## config.mk

```make
export PLATFORM = sky130hd
export DESIGN_NAME = srlmc_core
export DESIGN_NICKNAME = d
export VERILOG_FILES = /design/src/hw/srlmc_pkg.sv /design/src/hw/srlmc_cfg_if.sv /design/src/hw/srlmc_core.sv /design/src/hw/srlmc_mode_decode.sv /design/src/hw/srlmc_config_sum.sv
export SDC_FILE = /design/constraint.sdc
export NUM_CORES = 1
export LEC_CHECK = 0
export BUFFER_PORTS_ARGS = -buffer_cell sky130_fd_sc_hd__clkbuf_2
export CORE_UTILIZATION = 40
export DETAILED_ROUTE_END_ITERATION = 8
export GPL_ROUTABILITY_DRIVEN = 0
export GPL_TIMING_DRIVEN = 0
export HOLD_SLACK_MARGIN = 0.06
export PLACE_DENSITY = 0.66
export SYNTH_ARGS = -nofsm -noshare
export SYNTH_HDL_FRONTEND = slang
export SYNTH_SLANG_ARGS = --single-unit
```

## constraint.sdc

```tcl
create_clock -name ref_clk_in -period 7.35 [get_ports ref_clk_in]
set_clock_uncertainty 0.2 [all_clocks]
set_input_delay 0 -clock ref_clk_in [delete_from_list [all_inputs] [get_ports ref_clk_in]]
set_output_delay 0 -clock ref_clk_in [all_outputs]
set_load 0.03 [all_outputs]
```

## src/hw/srlmc_pkg.sv

```systemverilog
package srlmc_pkg;
  localparam int ADDR_W = 12;
  localparam int DATA_W = 8;
  localparam int PACK_COUNT = 11;
  // Register offsets.
  localparam logic [11:0] REG_MODE = 12'h110;
  localparam logic [11:0] REG_UPSAMPLE = 12'h111;
  localparam logic [11:0] REG_LINK_OPT = 12'h112;
  localparam logic [11:0] REG_PAGE = 12'h113;
  localparam logic [11:0] REG_LINK_RESET = 12'h114;
  localparam logic [11:0] REG_DAC_LO = 12'h115;
  localparam logic [11:0] REG_DAC_HI = 12'h116;
  localparam logic [11:0] REG_STATUS = 12'h117;
  localparam logic [11:0] REG_LANE_EN0 = 12'h118;
  localparam logic [11:0] REG_LANE_EN1 = 12'h119;
  localparam logic [11:0] REG_CFG_SUM = 12'h11A;
  localparam logic [11:0] REG_POWER = 12'h11B;
  localparam logic [11:0] REG_SERDES = 12'h11C;
  localparam logic [11:0] REG_IDLE_LANE = 12'h201;
  localparam logic [11:0] REG_LINK_CTRL = 12'h300;
  localparam logic [11:0] REG_PACK_FIRST = 12'h450;
  localparam logic [11:0] REG_PACK_BANK = 12'h451;
  localparam logic [11:0] REG_PACK_LAST = 12'h45A;
  // Field positions.
  localparam int LC_SUBCLASS_BIT = 3;
  localparam int LC_SUM_BIT = 6;
  localparam int OPT_SCRAMBLE_BIT = 0;
  localparam int OPT_TWO_LINK_BIT = 1;
  localparam int OPT_K32_BIT = 2;
  localparam int OPT_EQ_BIT = 3;
  // Codes and limits.
  localparam logic [7:0] UPS_1X = 8'h00;
  localparam logic [7:0] UPS_2X = 8'h01;
  localparam logic [7:0] UPS_4X = 8'h03;
  localparam logic [7:0] UPS_8X = 8'h04;
  localparam logic [11:0] MAX_DATA_LOW = 12'd1060;
  localparam logic [11:0] MAX_DATA_4X = 12'd700;
  localparam logic [11:0] MAX_DATA_8X = 12'd350;
  localparam logic [17:0] LANE_MIN = 18'd1420;
  localparam logic [17:0] SLOW_MAX = 18'd2760;
  localparam logic [17:0] MID_MIN = 18'd2830;
  localparam logic [17:0] MID_MAX = 18'd5520;
  localparam logic [17:0] FAST_MIN = 18'd5650;
  localparam logic [17:0] LANE_MAX = 18'd10640;
  localparam logic [4:0] LANE_RATE_MULT = 5'd20;
  localparam logic [4:0] SAMPLE_BITS = 5'd16;
  localparam logic [2:0] PROTO_VERSION = 3'd1;
  localparam logic [3:0] SHUT_ONE_SINGLE = 4'b0111;
  localparam logic [3:0] SHUT_ONE_DUAL = 4'b0101;
  localparam logic [3:0] SHUT_TWO_SINGLE = 4'b0011;
  localparam logic [3:0] SHUT_NONE = 4'b0000;
  localparam logic [7:0] PAIR_CLK_OFF = 8'h40;
  localparam logic [7:0] PAIR_CLK_ON = 8'h00;
  localparam logic [3:0] RESET_OPT = 4'h4;
  typedef enum logic [1:0] {
    SRLMC_BAND_SLOW = 2'b00,
    SRLMC_BAND_MID = 2'b01,
    SRLMC_BAND_FAST = 2'b10,
    SRLMC_BAND_NONE = 2'b11
  } srlmc_band_t;
  typedef struct packed {
    logic [3:0] mode;
    logic [7:0] ups;
    logic [3:0] opt;
    logic [11:0] dac;
    logic [7:0] dev_id;
    logic [7:0] bank_id;
    logic subclass;
    logic sum_method;
  } srlmc_cfg_t;
endpackage

```

## src/hw/srlmc_cfg_if.sv

```systemverilog
`timescale 1ns/1ps
interface srlmc_cfg_if;
  import srlmc_pkg::*;
  logic [3:0] mode;
  logic two_link;
  logic k32;
  logic scramble;
  logic subclass;
  logic sum_method;
  logic [7:0] dev_id;
  logic [7:0] bank_id;
  logic [2:0] m;
  logic [3:0] l;
  logic [1:0] s;
  logic [2:0] f;
  logic hd;
  logic mode_ok;
  logic [7:0] cfg_sum;
  logic [7:0] packed_cfg [PACK_COUNT];
  modport core (output mode, two_link, k32, scramble, subclass, sum_method, dev_id,
    bank_id, input m, l, s, f, hd, mode_ok, cfg_sum, packed_cfg);
  modport decode (input mode, two_link, output m, l, s, f, hd, mode_ok);
  modport checksum (input m, l, s, hd, k32, scramble, subclass, sum_method, dev_id,
    bank_id, f, output cfg_sum, packed_cfg);
endinterface

```

## src/hw/srlmc_core.sv

```systemverilog
`timescale 1ns/1ps
// Summary of operation
// - Upsampling chain uses zero to three doubling low-pass stages.
// - Upsample codes 00,01,03,04 give 1x,2x,4x,8x with data rate limits.
// - Modes 0-3 use four converters with fixed lane, sample, octet counts.
// - Modes 4-7 use two converters, modes 9 and 10 one converter.
// - Lane rate is 20 x data rate x M / L, within 1.42-10.64 Gbps.
// - Dense packing is set exactly when one octet per frame per lane.
// - Resolution and bits per sample are both sixteen in every mode.
// - Modes 0, 4 and 9 need 32 frames per multiframe; others allow 16.
// - Two-link select in modes 4-7, 9 and 10 gives two separately resettable links, identical parameters.
// - Scrambling bit enables descrambling of received data.
// - Link page select steers paged accesses to link 0 or link 1.
// - Lane enable mask equals two to the L, minus one; its second register reads zero with one link.
// - Each set idle-lane bit at 0x201 powers off that serial lane input.
// - Field-sum method adds L-1, M-1, K-1, N-1, Np-1, S-1, flags and version.
// - Register-sum method adds packed configuration registers 0x450 to 0x45A.
// - Sum method bit: 0 sums fields, 1 sums packed registers.
// - Converter shutdown mask follows converter count and two-link selection.
// - Pair B clock shut down with 0x40 when DAC2 and DAC3 off.
// - SERDES double rate, oversample and divider follow the lane rate band.
// - Equalizer select 1 gives low power, 0 gives full equalization.
// - Receiver supports subclass 0 and subclass 1, chosen by configuration.
// - Subclass 1 aligns multiframe timing to sysref; subclass 0 ignores it.
module srlmc_core (
  // Clock and reset
  input wire logic ref_clk_in,
  input wire logic sys_rst_in,
  // Register port
  input wire logic [srlmc_pkg::ADDR_W-1:0] cfg_addr_in,
  input wire logic [srlmc_pkg::DATA_W-1:0] cfg_wdata_in,
  input wire logic cfg_wr_in,
  input wire logic cfg_rd_in,
  output logic [srlmc_pkg::DATA_W-1:0] cfg_rdata_out,
  output logic cfg_rvalid_out,
  // Link timing pin
  input wire logic sysref_in,
  // Link and lane controls
  output logic [1:0] link_run_out,
  output logic descramble_enable_out,
  output logic subclass_out,
  output logic lmfc_pulse_out,
  output logic [7:0] lane_enable_out,
  output logic [7:0] idle_lane_shutdown_out,
  output logic [7:0] lane_zero_config_sum_out,
  // Converter, clock and SERDES controls
  output logic [1:0] upsample_stages_out,
  output logic [3:0] converter_shutdown_mask_out,
  output logic [7:0] pair_b_clock_shutdown_out,
  output logic serdes_double_rate_out,
  output logic cdr_oversample_select_out,
  output logic [1:0] serdes_loop_divider_out,
  output logic equalizer_power_select_out,
  output logic config_error_out
);
  import srlmc_pkg::*;

  srlmc_cfg_if cfg ();
  srlmc_mode_decode u_decode (.cfg(cfg));
  srlmc_config_sum u_sum (.cfg(cfg));

  srlmc_cfg_t staged, next_staged, active, next_active;
  logic [1:0] link_en, next_link_en;
  logic [1:0] link_reset, next_link_reset;
  logic page, next_page;
  logic [7:0] next_idle_lane;
  logic [7:0] next_rdata;
  logic next_rvalid;
  logic sysref_meta, sysref_sync, sysref_prev;
  logic sysref_rise;
  logic [4:0] lmfc_cnt, next_lmfc_cnt;
  logic [11:0] data_rate, rate_limit;
  logic [17:0] lane_prod, lane_rate;
  srlmc_band_t band;
  logic [4:0] err;
  logic [7:0] lane_mask;
  logic [7:0] lane_en1;
  logic [1:0] next_run;
  logic [7:0] next_lane_en, next_pair_clk;
  logic [3:0] next_shut;
  logic next_double, next_ovs;
  logic [1:0] next_div;

  function automatic logic [1:0] upsample_shift(input logic [7:0] code);
    case (code)
      UPS_2X: return 2'd1;
      UPS_4X: return 2'd2;
      UPS_8X: return 2'd3;
      default: return 2'd0;
    endcase
  endfunction

  function automatic logic [1:0] log2_small(input logic [3:0] v);
    case (v)
      4'd2: return 2'd1;
      4'd4: return 2'd2;
      4'd8: return 2'd3;
      default: return 2'd0;
    endcase
  endfunction

  assign cfg.mode = active.mode;
  assign cfg.two_link = active.opt[OPT_TWO_LINK_BIT];
  assign cfg.k32 = active.opt[OPT_K32_BIT];
  assign cfg.scramble = active.opt[OPT_SCRAMBLE_BIT];
  assign cfg.subclass = active.subclass;
  assign cfg.sum_method = active.sum_method;
  assign cfg.dev_id = active.dev_id;
  assign cfg.bank_id = active.bank_id;

  // Register writes land in the staged copy; link enables, page, link resets and idle-lane bits act at once.
  always_comb begin
    next_staged = staged;
    next_link_en = link_en;
    next_link_reset = link_reset;
    next_page = page;
    next_idle_lane = idle_lane_shutdown_out;
    if (cfg_wr_in) begin
      unique case (cfg_addr_in)
        REG_MODE: next_staged.mode = cfg_wdata_in[3:0];
        REG_UPSAMPLE: next_staged.ups = cfg_wdata_in;
        REG_LINK_OPT: next_staged.opt = cfg_wdata_in[3:0];
        REG_DAC_LO: next_staged.dac[7:0] = cfg_wdata_in;
        REG_DAC_HI: next_staged.dac[11:8] = cfg_wdata_in[3:0];
        REG_PACK_FIRST: next_staged.dev_id = cfg_wdata_in;
        REG_PACK_BANK: next_staged.bank_id = cfg_wdata_in;
        REG_PAGE: next_page = cfg_wdata_in[0];
        REG_LINK_RESET: next_link_reset[page] = cfg_wdata_in[0];
        REG_IDLE_LANE: next_idle_lane = cfg_wdata_in;
        REG_LINK_CTRL: begin
          next_link_en = cfg_wdata_in[1:0];
          next_staged.subclass = cfg_wdata_in[LC_SUBCLASS_BIT];
          next_staged.sum_method = cfg_wdata_in[LC_SUM_BIT];
        end
        default: ;
      endcase
    end
    // A running link never sees a half-changed parameter set.
    next_active = active;
    if (link_en == 2'b00 || next_link_en == 2'b00) begin
      next_active = next_staged;
    end
  end

  always_ff @(posedge ref_clk_in) begin
    if (sys_rst_in) begin
      staged <= '{mode: 4'd0, ups: UPS_1X, opt: RESET_OPT, default: '0};
      active <= '{mode: 4'd0, ups: UPS_1X, opt: RESET_OPT, default: '0};
      link_en <= 2'b00;
      link_reset <= 2'b00;
      page <= 1'b0;
      idle_lane_shutdown_out <= 8'h00;
    end else begin
      staged <= next_staged;
      active <= next_active;
      link_en <= next_link_en;
      link_reset <= next_link_reset;
      page <= next_page;
      idle_lane_shutdown_out <= next_idle_lane;
    end
  end

  // Register reads answer one cycle later; unmapped offsets read zero.
  always_comb begin
    next_rdata = 8'h00;
    next_rvalid = cfg_rd_in;
    if (cfg_rd_in) begin
      if (cfg_addr_in >= REG_PACK_FIRST && cfg_addr_in <= REG_PACK_LAST) begin
        next_rdata = cfg.packed_cfg[4'(cfg_addr_in - REG_PACK_FIRST)];
      end else begin
        unique case (cfg_addr_in)
          REG_MODE: next_rdata = {4'd0, staged.mode};
          REG_UPSAMPLE: next_rdata = staged.ups;
          REG_LINK_OPT: next_rdata = {4'd0, staged.opt};
          REG_DAC_LO: next_rdata = staged.dac[7:0];
          REG_DAC_HI: next_rdata = {4'd0, staged.dac[11:8]};
          REG_PAGE: next_rdata = {7'd0, page};
          REG_LINK_RESET: next_rdata = {7'd0, link_reset[page]};
          REG_STATUS: next_rdata = {3'd0, err};
          REG_LANE_EN0: next_rdata = lane_mask;
          REG_LANE_EN1: next_rdata = lane_en1;
          REG_CFG_SUM: next_rdata = lane_zero_config_sum_out;
          REG_POWER: next_rdata = {pair_b_clock_shutdown_out[7:4], converter_shutdown_mask_out};
          REG_SERDES: next_rdata = {4'd0, serdes_double_rate_out, cdr_oversample_select_out,
            serdes_loop_divider_out};
          REG_IDLE_LANE: next_rdata = idle_lane_shutdown_out;
          REG_LINK_CTRL: next_rdata = {1'b0, staged.sum_method, 2'd0, staged.subclass, 1'b0,
            link_en};
          default: next_rdata = 8'h00;
        endcase
      end
    end
  end

  always_ff @(posedge ref_clk_in) begin
    if (sys_rst_in) begin
      cfg_rdata_out <= 8'h00;
      cfg_rvalid_out <= 1'b0;
    end else begin
      cfg_rdata_out <= next_rdata;
      cfg_rvalid_out <= next_rvalid;
    end
  end

  // Rates are in MHz and Mbps; L and M are powers of two, so shifts multiply by M and divide by L.
  always_comb begin
    data_rate = active.dac >> upsample_shift(active.ups);
    lane_prod = (18'(data_rate) * 18'(LANE_RATE_MULT)) << log2_small({1'b0, cfg.m});
    lane_rate = lane_prod >> log2_small(cfg.l);
    if (lane_rate >= LANE_MIN && lane_rate <= SLOW_MAX) begin
      band = SRLMC_BAND_SLOW;
    end else if (lane_rate >= MID_MIN && lane_rate <= MID_MAX) begin
      band = SRLMC_BAND_MID;
    end else if (lane_rate >= FAST_MIN && lane_rate <= LANE_MAX) begin
      band = SRLMC_BAND_FAST;
    end else begin
      band = SRLMC_BAND_NONE;
    end
    rate_limit = MAX_DATA_LOW;
    if (active.ups == UPS_4X) begin
      rate_limit = MAX_DATA_4X;
    end else if (active.ups == UPS_8X) begin
      rate_limit = MAX_DATA_8X;
    end
    err[0] = !cfg.mode_ok;
    err[1] = !(active.ups inside {UPS_1X, UPS_2X, UPS_4X, UPS_8X});
    err[2] = !cfg.k32 && (active.mode inside {4'd0, 4'd4, 4'd9});
    err[3] = data_rate > rate_limit;
    err[4] = band == SRLMC_BAND_NONE;
    lane_mask = 8'((9'd1 << cfg.l) - 9'd1);
    lane_en1 = cfg.two_link ? lane_mask : 8'h00;
  end

  // Steering outputs follow the applied configuration.
  always_comb begin
    next_run[0] = link_en[0] && !link_reset[0] && err == 5'd0;
    next_run[1] = link_en[1] && cfg.two_link && !link_reset[1] && err == 5'd0;
    next_lane_en = cfg.two_link ? {lane_mask[3:0], lane_mask[3:0]} : lane_mask;
    if (cfg.m == 3'd1) begin
      next_shut = cfg.two_link ? SHUT_ONE_DUAL : SHUT_ONE_SINGLE;
    end else if (cfg.m == 3'd2 && !cfg.two_link) begin
      next_shut = SHUT_TWO_SINGLE;
    end else begin
      next_shut = SHUT_NONE;
    end
    // The mask lists DAC0 in its top bit, so DAC2 and DAC3 sit in the two low bits.
    next_pair_clk = (next_shut[1:0] == 2'b11) ? PAIR_CLK_OFF : PAIR_CLK_ON;
    unique case (band)
      SRLMC_BAND_SLOW: {next_double, next_ovs, next_div} = {1'b0, 1'b1, 2'd2};
      SRLMC_BAND_MID: {next_double, next_ovs, next_div} = {1'b0, 1'b0, 2'd1};
      SRLMC_BAND_FAST: {next_double, next_ovs, next_div} = {1'b1, 1'b0, 2'd0};
      SRLMC_BAND_NONE: {next_double, next_ovs, next_div} = {1'b0, 1'b1, 2'd2};
    endcase
  end

  always_ff @(posedge ref_clk_in) begin
    if (sys_rst_in) begin
      link_run_out <= 2'b00;
      descramble_enable_out <= 1'b0;
      subclass_out <= 1'b0;
      lane_enable_out <= 8'h00;
      lane_zero_config_sum_out <= 8'h00;
      upsample_stages_out <= 2'd0;
      converter_shutdown_mask_out <= SHUT_NONE;
      pair_b_clock_shutdown_out <= PAIR_CLK_ON;
      serdes_double_rate_out <= 1'b0;
      cdr_oversample_select_out <= 1'b1;
      serdes_loop_divider_out <= 2'd2;
      equalizer_power_select_out <= 1'b0;
      config_error_out <= 1'b0;
    end else begin
      link_run_out <= next_run;
      descramble_enable_out <= cfg.scramble;
      subclass_out <= active.subclass;
      lane_enable_out <= next_lane_en;
      lane_zero_config_sum_out <= cfg.cfg_sum;
      upsample_stages_out <= upsample_shift(active.ups);
      converter_shutdown_mask_out <= next_shut;
      pair_b_clock_shutdown_out <= next_pair_clk;
      serdes_double_rate_out <= next_double;
      cdr_oversample_select_out <= next_ovs;
      serdes_loop_divider_out <= next_div;
      equalizer_power_select_out <= active.opt[OPT_EQ_BIT];
      config_error_out <= err != 5'd0;
    end
  end

  // The multiframe counter ticks once per clock as a frame stand-in.
  always_comb begin
    sysref_rise = sysref_sync && !sysref_prev;
    if (active.subclass && sysref_rise) begin
      next_lmfc_cnt = 5'd0;
    end else if (lmfc_cnt == (cfg.k32 ? 5'd31 : 5'd15)) begin
      next_lmfc_cnt = 5'd0;
    end else begin
      next_lmfc_cnt = lmfc_cnt + 5'd1;
    end
  end

  always_ff @(posedge ref_clk_in) begin
    if (sys_rst_in) begin
      sysref_meta <= 1'b0;
      sysref_sync <= 1'b0;
      sysref_prev <= 1'b0;
      lmfc_cnt <= 5'd0;
      lmfc_pulse_out <= 1'b0;
    end else begin
      sysref_meta <= sysref_in;
      sysref_sync <= sysref_meta;
      sysref_prev <= sysref_sync;
      lmfc_cnt <= next_lmfc_cnt;
      lmfc_pulse_out <= next_lmfc_cnt == 5'd0;
    end
  end
endmodule

```

## src/hw/srlmc_mode_decode.sv

```systemverilog
`timescale 1ns/1ps
module srlmc_mode_decode (
  // Mode in, frame parameters out
  srlmc_cfg_if.decode cfg
);
  import srlmc_pkg::*;

  always_comb begin
    cfg.mode_ok = 1'b1;
    unique case (cfg.mode)
      4'd0: {cfg.m, cfg.l, cfg.s, cfg.f} = {3'd4, 4'd8, 2'd1, 3'd1};
      4'd1: {cfg.m, cfg.l, cfg.s, cfg.f} = {3'd4, 4'd8, 2'd2, 3'd2};
      4'd2: {cfg.m, cfg.l, cfg.s, cfg.f} = {3'd4, 4'd4, 2'd1, 3'd2};
      4'd3: {cfg.m, cfg.l, cfg.s, cfg.f} = {3'd4, 4'd2, 2'd1, 3'd4};
      4'd4: {cfg.m, cfg.l, cfg.s, cfg.f} = {3'd2, 4'd4, 2'd1, 3'd1};
      4'd5: {cfg.m, cfg.l, cfg.s, cfg.f} = {3'd2, 4'd4, 2'd2, 3'd2};
      4'd6: {cfg.m, cfg.l, cfg.s, cfg.f} = {3'd2, 4'd2, 2'd1, 3'd2};
      4'd7: {cfg.m, cfg.l, cfg.s, cfg.f} = {3'd2, 4'd1, 2'd1, 3'd4};
      4'd9: {cfg.m, cfg.l, cfg.s, cfg.f} = {3'd1, 4'd2, 2'd1, 3'd1};
      4'd10: {cfg.m, cfg.l, cfg.s, cfg.f} = {3'd1, 4'd1, 2'd1, 3'd2};
      default: begin
        {cfg.m, cfg.l, cfg.s, cfg.f} = {3'd4, 4'd8, 2'd1, 3'd1};
        cfg.mode_ok = 1'b0;
      end
    endcase
    // Four-converter modes use two to eight lanes and cannot be split in two links.
    if (cfg.two_link && cfg.mode < 4'd4) begin
      cfg.mode_ok = 1'b0;
    end
    cfg.hd = (cfg.f == 3'd1);
  end
endmodule

```

## src/hw/srlmc_config_sum.sv

```systemverilog
`timescale 1ns/1ps
module srlmc_config_sum (
  // Frame parameters in, packed bytes and sum out
  srlmc_cfg_if.checksum cfg
);
  import srlmc_pkg::*;

  logic [4:0] k_less;
  logic [4:0] n_less;
  logic [7:0] field_sum;
  logic [7:0] reg_sum;

  always_comb begin
    k_less = cfg.k32 ? 5'd31 : 5'd15;
    n_less = SAMPLE_BITS - 5'd1;
    cfg.packed_cfg[0] = cfg.dev_id;
    cfg.packed_cfg[1] = cfg.bank_id;
    cfg.packed_cfg[2] = 8'h00;
    cfg.packed_cfg[3] = {cfg.scramble, 3'd0, 4'(cfg.l - 4'd1)};
    cfg.packed_cfg[4] = {5'd0, 3'(cfg.f - 3'd1)};
    cfg.packed_cfg[5] = {3'd0, k_less};
    cfg.packed_cfg[6] = {5'd0, 3'(cfg.m - 3'd1)};
    cfg.packed_cfg[7] = {3'd0, n_less};
    cfg.packed_cfg[8] = {2'd0, cfg.subclass, n_less};
    cfg.packed_cfg[9] = {PROTO_VERSION, 3'd0, 2'(cfg.s - 2'd1)};
    cfg.packed_cfg[10] = {cfg.hd, 7'd0};
  end

  always_comb begin
    field_sum = ({4'd0, cfg.l} - 8'd1) + ({5'd0, cfg.m} - 8'd1) + {3'd0, k_less}
      + {3'd0, n_less} + {3'd0, n_less} + ({6'd0, cfg.s} - 8'd1)
      + {7'd0, cfg.scramble} + {7'd0, cfg.hd} + {7'd0, cfg.subclass}
      + {5'd0, PROTO_VERSION};
    reg_sum = 8'h00;
    for (int i = 0; i < PACK_COUNT; i++) begin
      reg_sum = reg_sum + cfg.packed_cfg[i];
    end
    cfg.cfg_sum = cfg.sum_method ? reg_sum : field_sum;
  end
endmodule

```

==> insert_results.sql <==
INSERT INTO impl_metrics (metric_group, metric, value, unit) VALUES
('status', 'run_status', 'complete, but fails checks', ''),
('status', 'failed_checks', 'DRC', ''),
('die', 'core_region_area', '26210', 'µm²'),
('logic_synthesis', 'netlist_area', '10750', 'µm²'),
('drt', 'vias', '10640', ''),
('finish', 'insertedDiodeCount', '0', ''),
('clock_tree', 'ctsLongestPathBuffers', '2', ''),
('critical_path', 'worst-path-max-fanout', '10', ''),
('logic_synthesis', 'number_of_flops_mapped_to_enable_cells_by_yosys', '0', ''),
('sta', 'relSlewSlack', '5.714', '%'),
('run', 'cap_violations', '0', ''),
('sta', 'maxClockFrequency', '143.4', 'MHz'),
('clock_tree', 'clkSlewWorstSetupHoldPaths', '0.07', 'ns'),
('power', 'power_per_cell_area', '150.1', 'nW/µm²'),
('sta', 'final-setup-viol-count', '0', ''),
('logic_synthesis', 'warning_count_from_the_yosys_run', '0', ''),
('drt', 'drc_violations', '6', ''),
('drt', 'drt.antenna.violating_nets', '0', ''),
('clock_tree', 'cts_made_buffers', '17', ''),
('die', 'initial_utilization', '41.00', '%'),
('logic_synthesis', 'synthDominantAreaCellType', 'sky130_fd_sc_hd__dfxtp_1', ''),
('logic_synthesis', 'synthDominantCellAreaShare', '28.50', '%'),
('finish', 'final_common_cell', 'sky130_fd_sc_hd__nor2_1', ''),
('critical_path', 'cp_data_required_time', '7.48', 'ns'),
('sta', 'report.final.hold_viol_count', '0', ''),
('global_routing', 'grt_pass1_vias', '9790', ''),
('clock_tree', 'clock-sinks', '153', ''),
('global_routing', 'grt_pass1_wl', '54130', 'µm'),
('finish', 'finalNetCount', '1584', ''),
('clock_tree', 'cts.root.buffer_cell', 'sky130_fd_sc_hd__clkbuf_16', ''),
('critical_path', 'timing.critical_path.to_type', 'register', ''),
('logic_synthesis', 'synth.avg_cell_area', '8.007', 'µm²'),
('placement', 'port-buffer-count', '69', ''),
('critical_path', 'critPathLaunchType', 'register', ''),
('placement', 'dpl.hpwl', '26520', 'µm'),
('logic_synthesis', 'synth_sequential_area_ratio', '28.50', '%'),
('clock_tree', 'ctsHtreeMaxLevel', '4', ''),
('sta', 'layout_worst_path_cycle_share', '94.90', '%'),
('drt', 'routedWlPerCell', '19.05', 'µm'),
('drt', 'drt_via_density', '5.848', ''),
('die', 'floorplan.rows', '59', ''),
('critical_path', 'cp.arrival', '7.10', 'ns'),
('logic_synthesis', 'postSynthCellCount', '1342', ''),
('power', 'ir_drop', '0.0001341', 'V'),
('die', 'fp.dieW', '165.9', 'µm'),
('logic_synthesis', 'ys_ff_latch', '153', ''),
('clock_tree', 'clk-insertion-delay-late', '0.44', 'ns'),
('sta', 'report.final.slew_viol_count', '0', ''),
('die', 'die_h', '165.9', 'µm'),
('logic_synthesis', 'yosys-top-cells-area', 'sky130_fd_sc_hd__dfxtp_1, sky130_fd_sc_hd__ha_1, sky130_fd_sc_hd__mux2i_1', ''),
('sta', 'worst_slack', '0.3747', 'ns'),
('finish', 'layout.cells.most_common_list', 'sky130_fd_sc_hd__nor2_1, sky130_fd_sc_hd__dfxtp_1, sky130_fd_sc_hd__nand2_1', ''),
('global_routing', 'grt_antenna_before_repair', '2', ''),
('power', 'power.static_leakage', '5.384', 'nW'),
('clock_tree', 'tritoncts', 'yes', ''),
('sta', 'min_period', '6.975', 'ns'),
('logic_synthesis', 'synth.distinct_cells', '90', ''),
('global_routing', 'grt_max_degree', '17', ''),
('drt', 'wl', '34660', 'µm'),
('finish', 'post_route_cells_drive_above_1_share', '11.05', '%'),
('drt', 'detail_route.first_pass.iterations', '9', ''),
('global_routing', 'grt_usage', '24.97', '%'),
('sta', 'worst-slew-pin-transition', '1.401', 'ns'),
('global_routing', 'grt_remaining_overflow', '0', ''),
('finish', 'flow.area_growth_from_synthesis', '16.64', '%'),
('die', 'die-area', '27520', 'µm²'),
('hold_path', 'hp-class', 'in -> reg', ''),
('drt', 'drt_iter0_markers', '1080', ''),
('critical_path', 'timing_worst_setup_path_type', 'reg -> reg', ''),
('die', 'boundaryPins', '83', ''),
('logic_synthesis', 'synth-main-ff-cell', 'sky130_fd_sc_hd__dfxtp_1', ''),
('logic_synthesis', 'post_synthesis_async_set_or_reset_flop_share', '0', '%'),
('power', 'design_power_total', '1.881', 'mW'),
('placement', 'worst_slack_at_placement', '-0.4602', 'ns');
==> path summary, 6_finish.rpt <==
path | slack [ns] | from | endpoint | cells after the start
setup / recovery | 0.37 | active[37] | link_run_out[0] | 22
hold / removal | 0.12 | cfg_addr_in[11] | page | 8
setup reg to reg | 0.37 | active[37] | link_run_out[0] | 22
hold reg to reg | 0.27 | sysref_meta | sysref_sync | 1
==> routing by layer <==
| layer | GRT usage, % | wire [µm] | vias up |
|---|---|---|---|
| met2 | 38.97 | 15370 | 550 |
| met1 | 33.87 | 15200 | 4987 |
| met3 | 6.625 | 3344 | 67 |
| li1 | - | - | 5031 |
| met5 | 0 | 11 | - |
| met4 | 6.745 | 730 | 2 |
==> cell families after synthesis <==
logic type	count (synthesis)	share of synthesized area, %
and+or+nand+nor	484	20.99
AOI/OAI and AO/OA	322	21.39
buffers and inverters	171	6.451
DFF	153	28.50
adders and majority gates	88	11.43
muxes	85	8.139
xor gates and xnor gates	37	3.016
other	2	0.06989
==> flip-flops by register name, summed over array words and instances, names as in the netlist, 2 cells and up <==
name                         flops
link_reset                       2
cfg_rdata_out                    8
idle_lane_shutdown_out           8
staged                          46
cfg.dev_id                       8
lane_zero_config_sum_out         8
lmfc_cnt                         5
cfg.bank_id                      8
lane_enable_out                  8
cfg.mode                         4
link_en                          2
upsample_stages_out              2
converter_shutdown_mask_out      3
active                          24
link_run_out                     2
==> repair_timing <==
action                                  in CTS  in global routing
endpoints found under the hold margin       80                  0
cloned                                       0                  0
resized for setup                            6                 17
pin swaps                                    1                  2
hold buffers                                25                  0
endpoints found under the setup margin       3                  3
setup buffers                                1                  5
==> per-stage QoR <==
step,util (%),setup TNS (ns),area [µm²],instances,hold slack [ns]
finish,47.83,0,12530,1819,0.1200
global route,47.83,-0.04480,12530,1819,0.1651
CTS,47.49,0,12450,1815,0.09476
detailed placement,44.12,-1.031,11560,1757,0.03372
global placement,44.06,-0.7516,11550,1756,0.03687
floorplan,-,0,10780,1352,-0.07182
==> final cells by class <==
class	instances	area, µm²
fillers	2540	13670
multi-input cells	1028	7089
flip-flops and latches	153	3063
repair buffers	101	648.1
clock buffers	19	452.9
plain buffers	101	444.2
well taps	335	419.2
inverters	69	259.0
clock inverters	13	157.7
==> cells in the mapped netlist (all sizes together) (8+ instances only) <==
cell and count:
fa 17, o22ai 8, nor4 9, nor2 199, buf 25, ha 71
a31oi 16, o21ai 43, o211ai 8, clkbuf 77, inv 69, a222oi 11
dfxtp 153, a21o 17, mux2i 79, a211oi 66, nor2b 24, xor2 14
nor3 37, nand2 93, xnor2 23, a21oi 68, and2 12, nand4 12
nand3 37, nand2b 20
==> worst max-delay path: stages (launching register included) <==
cell,delay [ns]
sky130_fd_sc_hd__dfxtp_1,0.32
sky130_fd_sc_hd__or4_4,0.62
sky130_fd_sc_hd__nor4_4,0.24
sky130_fd_sc_hd__buf_6,0.20
sky130_fd_sc_hd__mux2i_1,0.28
sky130_fd_sc_hd__mux2i_1,0.24
sky130_fd_sc_hd__ha_1,0.40
sky130_fd_sc_hd__inv_1,0.08
sky130_fd_sc_hd__fa_1,0.48
sky130_fd_sc_hd__nor2b_1,0.20
sky130_fd_sc_hd__o2111a_1,0.26
sky130_fd_sc_hd__o211ai_1,0.14
sky130_fd_sc_hd__and3b_1,0.29
sky130_fd_sc_hd__o311ai_2,0.26
sky130_fd_sc_hd__a32oi_1,0.18
sky130_fd_sc_hd__mux2_2,0.37
sky130_fd_sc_hd__or2_2,0.30
sky130_fd_sc_hd__a211oi_1,0.21
sky130_fd_sc_hd__o21a_1,0.22
sky130_fd_sc_hd__o21ba_1,0.18
sky130_fd_sc_hd__ha_1,0.22
sky130_fd_sc_hd__or4_4,0.62
sky130_fd_sc_hd__nor4b_4,0.32
==> where the power goes <==
| part | internal, mW | switching, mW |
|---|---|---|
| combinational | 0.0405 | 0.0852 |
| clock | 0.529 | 0.385 |
| sequential | 0.836 | 0.00489 |
| total | 1.41 | 0.475 |
(Power assumes the default switching activity.)
